===== config.mk =====
export PLATFORM = sky130hd
export DESIGN_NAME = rifc_regs
export DESIGN_NICKNAME = d
export VERILOG_FILES = /design/src/rifc_pkg.sv /design/src/rifc_regs.sv
export SDC_FILE = /design/constraint.sdc
export NUM_CORES = 1
export LEC_CHECK = 0
export BUFFER_PORTS_ARGS = -buffer_cell sky130_fd_sc_hd__clkbuf_2
export CAP_MARGIN = 20
export CORE_ASPECT_RATIO = 0.5
export CORE_MARGIN = 2
export CORE_UTILIZATION = 41
export CTS_CLUSTER_DIAMETER = 50
export CTS_CLUSTER_SIZE = 8
export DETAILED_ROUTE_END_ITERATION = 6
export PLACE_DENSITY = 0.66
export SYNTH_ARGS = -nofsm -noshare
export SYNTH_HDL_FRONTEND = slang
export SYNTH_SLANG_ARGS = --single-unit
export TNS_END_PERCENT = 30

===== constraint.sdc =====
create_clock -name core_clk -period 2.76 [get_ports core_clk]
set_input_delay 0.138 -clock core_clk [delete_from_list [all_inputs] [get_ports core_clk]]
set_output_delay 0.138 -clock core_clk [all_outputs]
set_load 0.005 [all_outputs]

===== src/rifc_pkg.sv =====
// Package for the reference input configuration register bank
package rifc_pkg;
    localparam int ADDR_W = 7;
    localparam int DATA_W = 8;
    localparam logic [6:0] OFS_SE1_CFG = 7'h22;
    localparam logic [6:0] OFS_SE2_CFG = 7'h23;
    localparam logic [6:0] OFS_DF1_CFG = 7'h24;
    localparam logic [6:0] OFS_DF2_CFG = 7'h25;
    localparam logic [6:0] OFS_SBY_CFG = 7'h28;
    localparam logic [6:0] OFS_STATE_FORCE = 7'h32;
    localparam logic [7:0] RST_SE_CFG = 8'h00;
    localparam logic [7:0] RST_DF_CFG = 8'h03;
    localparam logic [7:0] RST_STATE_FORCE = 8'h00;
    localparam int BIT_PREDIV = 7;
    localparam int BIT_LOCK8K = 6;
    localparam int BKT_HI = 5;
    localparam int BKT_LO = 4;
    localparam int FREQ_HI = 3;
    localparam int FREQ_LO = 0;
    localparam int FORCE_HI = 2;
    localparam logic [3:0] FREQ_8K = 4'h0;
    localparam logic [3:0] FREQ_T1E1 = 4'h1;
    localparam logic [3:0] FREQ_6M48 = 4'h2;
    localparam logic [3:0] FREQ_155M = 4'h8;
    localparam logic [3:0] FREQ_2K = 4'h9;
    localparam logic [3:0] FREQ_4K = 4'hA;
    localparam logic [2:0] FORCE_AUTO = 3'h0;
    localparam logic [2:0] FORCE_UNUSED = 3'h3;
    localparam int N_INPUTS = 5;
    typedef enum logic [2:0] {
        RIFC_PATH_DIRECT,
        RIFC_PATH_PREDIV,
        RIFC_PATH_LOCK8K
    } rifc_path_e;
endpackage : rifc_pkg


===== src/rifc_regs.sv =====
// Reference input frequency configuration and primary loop state force registers
`timescale 1ns/1ns
module rifc_regs (
    input wire logic core_clk, // 20 MHz clock
    input wire logic rst_b, // Synchronous reset, active low
    input wire logic reg_wr, // Write strobe from serial port
    input wire logic reg_rd, // Read strobe from serial port
    input wire logic [6:0] reg_addr, // Register address
    input wire logic [7:0] reg_wdata, // Write data
    output logic [7:0] reg_rdata, // Read data, registered
    input wire logic sonet_or_sdh_rate_select, // High selects 1.544 MHz for code 0001
    output logic [14:0] input_path_sel, // Per input path, 3 bits each
    output logic [9:0] activity_bucket_select, // Per input bucket config, 2 bits each
    output logic [19:0] input_freq_code, // Per input frequency code, 4 bits each
    output logic [4:0] input_freq_valid, // Per input code is a defined value
    output logic [4:0] input_freq_t1, // Per input code 0001 means 1.544 MHz
    output logic [2:0] pll_state_force_code, // Forced state, 000 automatic
    output logic state_forced, // Monitoring may not move the state
    output logic lock8k_code_mismatch // Lock8k set with non-8k code
);
    localparam int NIN = rifc_pkg::N_INPUTS;

    // Configuration copies, one per input
    logic [7:0] cfg_r [NIN];
    logic [7:0] cfg_nxt [NIN];

    // State force field; only the low three bits are stored
    logic [2:0] force_r;
    logic [2:0] force_nxt;

    // Read data holding register
    logic [7:0] rdata_r;
    logic [7:0] rdata_nxt;

    // Shared address decode
    logic [NIN-1:0] cfg_hit;
    logic force_hit;

    // Per input lock option without the 8 kHz code
    logic [NIN-1:0] mismatch;

    // Address of the configuration copy that serves input idx
    function automatic logic [6:0] cfg_addr(input int idx);
        case (idx)
            0: cfg_addr = rifc_pkg::OFS_SE1_CFG;
            1: cfg_addr = rifc_pkg::OFS_SE2_CFG;
            2: cfg_addr = rifc_pkg::OFS_DF1_CFG;
            3: cfg_addr = rifc_pkg::OFS_DF2_CFG;
            default: cfg_addr = rifc_pkg::OFS_SBY_CFG;
        endcase
    endfunction : cfg_addr

    // Single-ended copies come up blank, the others at the 19.44 MHz code
    function automatic logic [7:0] cfg_reset(input int idx);
        cfg_reset = (idx < 2) ? rifc_pkg::RST_SE_CFG : rifc_pkg::RST_DF_CFG;
    endfunction : cfg_reset

    // Codes above 4 kHz are reserved and must not be used by the loop
    function automatic logic freq_defined(input logic [3:0] code);
        freq_defined = (code <= rifc_pkg::FREQ_4K);
    endfunction : freq_defined

    function automatic logic [3:0] freq_field(input logic [7:0] cfg);
        freq_field = cfg[rifc_pkg::FREQ_HI:rifc_pkg::FREQ_LO];
    endfunction : freq_field

    function automatic logic [1:0] bucket_field(input logic [7:0] cfg);
        bucket_field = cfg[rifc_pkg::BKT_HI:rifc_pkg::BKT_LO];
    endfunction : bucket_field

    // The pre-divider wins; the lock bit only counts with it clear
    function automatic rifc_pkg::rifc_path_e path_of(input logic [7:0] cfg);
        if (cfg[rifc_pkg::BIT_PREDIV]) begin
            path_of = rifc_pkg::RIFC_PATH_PREDIV;
        end else if (cfg[rifc_pkg::BIT_LOCK8K]) begin
            path_of = rifc_pkg::RIFC_PATH_LOCK8K;
        end else begin
            path_of = rifc_pkg::RIFC_PATH_DIRECT;
        end
    endfunction : path_of

    // Lock option only matters when the pre-divider is bypassed
    function automatic logic lock_conflict(input logic [7:0] cfg);
        lock_conflict = cfg[rifc_pkg::BIT_LOCK8K]
            && !cfg[rifc_pkg::BIT_PREDIV]
            && (freq_field(cfg) != rifc_pkg::FREQ_8K);
    endfunction : lock_conflict

    genvar g;

    // One decode feeds both the write and the read path
    generate
        for (g = 0; g < NIN; g++) begin : g_hit
            assign cfg_hit[g] = (reg_addr == cfg_addr(g));
        end
    endgenerate

    assign force_hit = (reg_addr == rifc_pkg::OFS_STATE_FORCE);

    // Configuration copies
    always_comb begin
        for (int i = 0; i < NIN; i++) begin
            cfg_nxt[i] = cfg_r[i];
            if (reg_wr && cfg_hit[i]) begin
                cfg_nxt[i] = reg_wdata;
            end
        end
    end

    always_ff @(posedge core_clk) begin
        for (int i = 0; i < NIN; i++) begin
            if (!rst_b) begin
                cfg_r[i] <= cfg_reset(i);
            end else begin
                cfg_r[i] <= cfg_nxt[i];
            end
        end
    end

    // Upper bits are dropped on write, so they always read back as zero
    always_comb begin
        force_nxt = force_r;
        if (reg_wr && force_hit) begin
            force_nxt = reg_wdata[rifc_pkg::FORCE_HI:0];
        end
    end

    always_ff @(posedge core_clk) begin
        if (!rst_b) begin
            force_r <= rifc_pkg::RST_STATE_FORCE[rifc_pkg::FORCE_HI:0];
        end else begin
            force_r <= force_nxt;
        end
    end

    // A read in the same cycle as a write returns the old contents
    always_comb begin
        rdata_nxt = rdata_r;
        if (reg_rd) begin
            // Unmapped addresses read as zero
            rdata_nxt = '0;
            for (int i = 0; i < NIN; i++) begin
                if (cfg_hit[i]) begin
                    rdata_nxt = cfg_r[i];
                end
            end
            if (force_hit) begin
                rdata_nxt = {5'h00, force_r};
            end
        end
    end

    always_ff @(posedge core_clk) begin
        if (!rst_b) begin
            rdata_r <= '0;
        end else begin
            rdata_r <= rdata_nxt;
        end
    end

    assign reg_rdata = rdata_r;

    // The loop block reads these decoded controls straight from the stored fields
    generate
        for (g = 0; g < NIN; g++) begin : g_in
            rifc_pkg::rifc_path_e path;

            assign path = path_of(cfg_r[g]);

            assign input_path_sel[3*g +: 3] = path;

            assign activity_bucket_select[2*g +: 2] = bucket_field(cfg_r[g]);

            assign input_freq_code[4*g +: 4] = freq_field(cfg_r[g]);

            assign input_freq_valid[g] = freq_defined(freq_field(cfg_r[g]));

            // The rate select only picks between the two telecom rates of code 0001
            assign input_freq_t1[g] = (freq_field(cfg_r[g]) == rifc_pkg::FREQ_T1E1)
                && sonet_or_sdh_rate_select;

            // Flag only; software is trusted to pick the 8 kHz code
            assign mismatch[g] = lock_conflict(cfg_r[g]);
        end
    endgenerate

    assign lock8k_code_mismatch = |mismatch;

    // Unused code 011 is treated as automatic so no undefined state is forced;
    // it is still stored and read back as written
    assign pll_state_force_code = (force_r == rifc_pkg::FORCE_UNUSED) ?
        rifc_pkg::FORCE_AUTO : force_r;

    // Any forced state locks out the monitors' own state changes
    assign state_forced = (pll_state_force_code != rifc_pkg::FORCE_AUTO);

    // Decoded controls only; the loop, pre-dividers and buckets live elsewhere,
    // so a change here takes effect on the cycle after the write edge.
    // Inputs are taken from the same clock as the serial port logic,
    // so no synchroniser stands in front of them.
endmodule : rifc_regs


==> results.md <==
* Synth warn at 0
* Total iterations of the first detailed-routing run at 5
* Placed wire-length estimate at 6.22 mm
* Post-synthesis cell type with the largest combined area: dfxtp_1
* Die area at 0.00805 sq mm
* Setup violators final at 0
* Combinational share of power at 7.6%
* Die Ht at 64.4 um
* TritonCTS clock tree: built
* Placed Area at 0.00320 sq mm
* Tot Pwr at 1520 uW
* Crit path buf inv count at 1
* Top cell type's share of synthesized area at 34.1%
* DR DRC count at 0
* GPL Wtd Cong at 0.901
* Final hold slack at 187 ps
* Fin. max-slew vios at 0
* Switching power at 349 uW
* Final period util at 71.4%
* Routed WL at 8.25 mm
* Share of layout cells above drive strength 1 at 26.3%
* Core outline area at 0.00688 sq mm
* Setup bufs post-CTS at 0
* Largest net degree at the start of global routing at 30
* Initial antenna violation count at 0
* Iter 0 DRT Violations at 234
* Clk Latency, worst-skew pair at 290 ps
* Slew @ Worst Pin at 901 ps
* CP Cell Sequence: or4_1 > a222oi_1 > nand3_1 > clkbuf_2
* Async S/R FF share, synth at 0%
* Static Leakage at 0.00151 uW
* Routed via count at 2627
* Most frequent cell after synthesis: dfxtp_1
* Setup Crit Path Kind: flip-flop to output port
* Critical Path Stages at 4
* Worst setup EP type: output port
* Setup tns final at 0 ps
* Slowest cell delay on critical path at 530 ps
* Delay-heaviest family, CP: simple AND/OR/NAND/NOR gates
* H-tree depth at 2
* Row cnt at 21
* Synth top cells by count: dfxtp_1 (51), mux2i_1 (46), nor2b_1 (46)
* PwrDens at 451 mW/mm^2
* Worst hold stages at 3
* First-pass GRT wire length at 12.8 mm
* Worst Skew at 2.83 ps
* Post-DRT Antenna Nets at 0
* Synth Cell Area at 0.00300 sq mm
* Relative slew slack at 39.4%
* Gr usage total at 20.1%
* Synth Area per Inst at 9.05 sq um
* Peak supply drop at 227 uV
* Fin area at 0.00336 sq mm
* Ys flop type: dfxtp_1
* # resized after CTS at 0
* Top achievable clock speed at 507 MHz
* CTS buffer count at 5
* Layout net count at 391
* CP startpoint kind: flip-flop
* Grt ovf at 0
* Synth Register Bits at 51
* Number of global-route vias before repair at 2358
* Synth top area cells: dfxtp_1 (34%), mux2i_1 (15%), buf_4 (10%), nor2b_1 (9.6%), nand2_1 (2.8%)
* RSZ-0062 raised after global routing: no
* Sequential element share of the synthesized area at 34.1%
* Layout Utilization at 48.8%
* I/O pins at 88
* Switching power share of the total at 23.0%
* Sink Count at 51
* Root Buffer: clkbuf_16
* Reg power frac at 48.9%
* Hold Buf Count CTS at 0
* Final hold vios at 0
* EDFF count, synth at 0
* Maxcap violations at 0
* Area Overhead vs Synth at 12.2%
* CP max FO at 6
* Ant diodes at 0
* Die W at 125 um
* CP max stage cell: or4_1
* Crit path time final at 1970 ps
* Deepest clock path buffer count at 2
* Int Power at 1170 uW
* HP Class: input port to flip-flop
* Req. time, crit path at 2620 ps
* CP Data Arrival Time at 1830 ps
* Drt via density at 5.66
* Port Buf Inserts at 82
* Distinct cells, synth at 42
* Worst-path clk slew at 70 ps
* Clock power share at 43.4%
* Worst reg-to-reg path cell count at 4
* Routed len/inst at 17.8 um
* Status: finished clean
* Initial core utilization at 43.5%
* Cells after Synth at 331
per-layer routing:
metal  up-vias  GRT usage [%]  part of all wire, %
met5         -              0                    0
met1      1287           30.3                   50
li1       1225              -                    -
met2       108           29.1                   41
met4         0           5.69                 0.92
met3         7           3.80                  8.1
worst paths after layout:
| check | endpoint | startpoint | slack (ps) |
|---|---|---|---|
| max | lock8k_code_mismatch | cfg_r[0][0] | 790 |
| min | cfg_r[0][4] | reg_wdata[4] | 190 |
| max reg2reg | reg_rdata[2] | force_r[2] | 1450 |
| min reg2reg | reg_rdata[4] | reg_rdata[4] | 480 |
cell usage in the layout, fill, tap and decap left out, types with 4 or more instances in the layout:
cell | synthesis | final
a21o_1 | 9 | 9
a21oi_1 | 13 | 13
a32oi_1 | 4 | 4
buf_4 | 40 | 5
clkbuf_16 | 0 | 5
clkbuf_2 | 0 | 82
conb_1 | 1 | 5
dfxtp_1 | 51 | 51
inv_1 | 5 | 5
mux2i_1 | 46 | 46
nand2_1 | 22 | 22
nor2b_1 | 46 | 46
nor3_1 | 4 | 4
nor4_1 | 6 | 6
o21ai_0 | 7 | 7
o41ai_1 | 5 | 5
or3_1 | 6 | 6
or4_1 | 4 | 4
power groups by stage:
stage | Combinational (uW) | Clock [uW] | Sequential (uW)
floorplan | 73.3 | 0 | 759
global placement | 112 | 0 | 759
detailed placement | 114 | 0 | 759
CTS | 114 | 668 | 742
global route | 126 | 692 | 743
finish | 115 | 659 | 742
state kept, by name, indices dropped and copies added, names as in the netlist:
register   count
reg_rdata      8
cfg_r         40
force_r        3
logic make-up after synthesis:
family                    share of synthesized area, %
xor gates and xnor gates                         0.292
AOI/OAI and AO/OA                                 13.1
DFF                                               34.1
other                                            0.125
muxes                                             15.4
and+or+nand+nor                                   24.0
buffers and inverters                             13.0
final cells by class:
| class | count | area [sq um] |
|---|---|---|
| inverter | 5 | 18.8 |
| clock inverter | 1 | 7.51 |
| multi-input combinational | 221 | 1600 |
| sequential | 51 | 1020 |
| timing repair buffer | 87 | 448 |
| tap | 92 | 115 |
| fill | 663 | 3520 |
| clock buffer | 7 | 153 |
through the flow:
step / setup slack [ps] / instances
6_report: 789 / 464
5_1_grt: 741 / 464
4_1_cts: 821 / 464
3_5_place_dp: 696 / 456
3_3_place_gp: 710 / 456
2_1_floorplan: 1120 / 335
worst min-delay path, cell delays in order:
cell	delay [ps]
clkbuf_2	140
mux2i_1	80
nor2b_1	90
No activity file was read; power rests on OpenSTA's default activity.
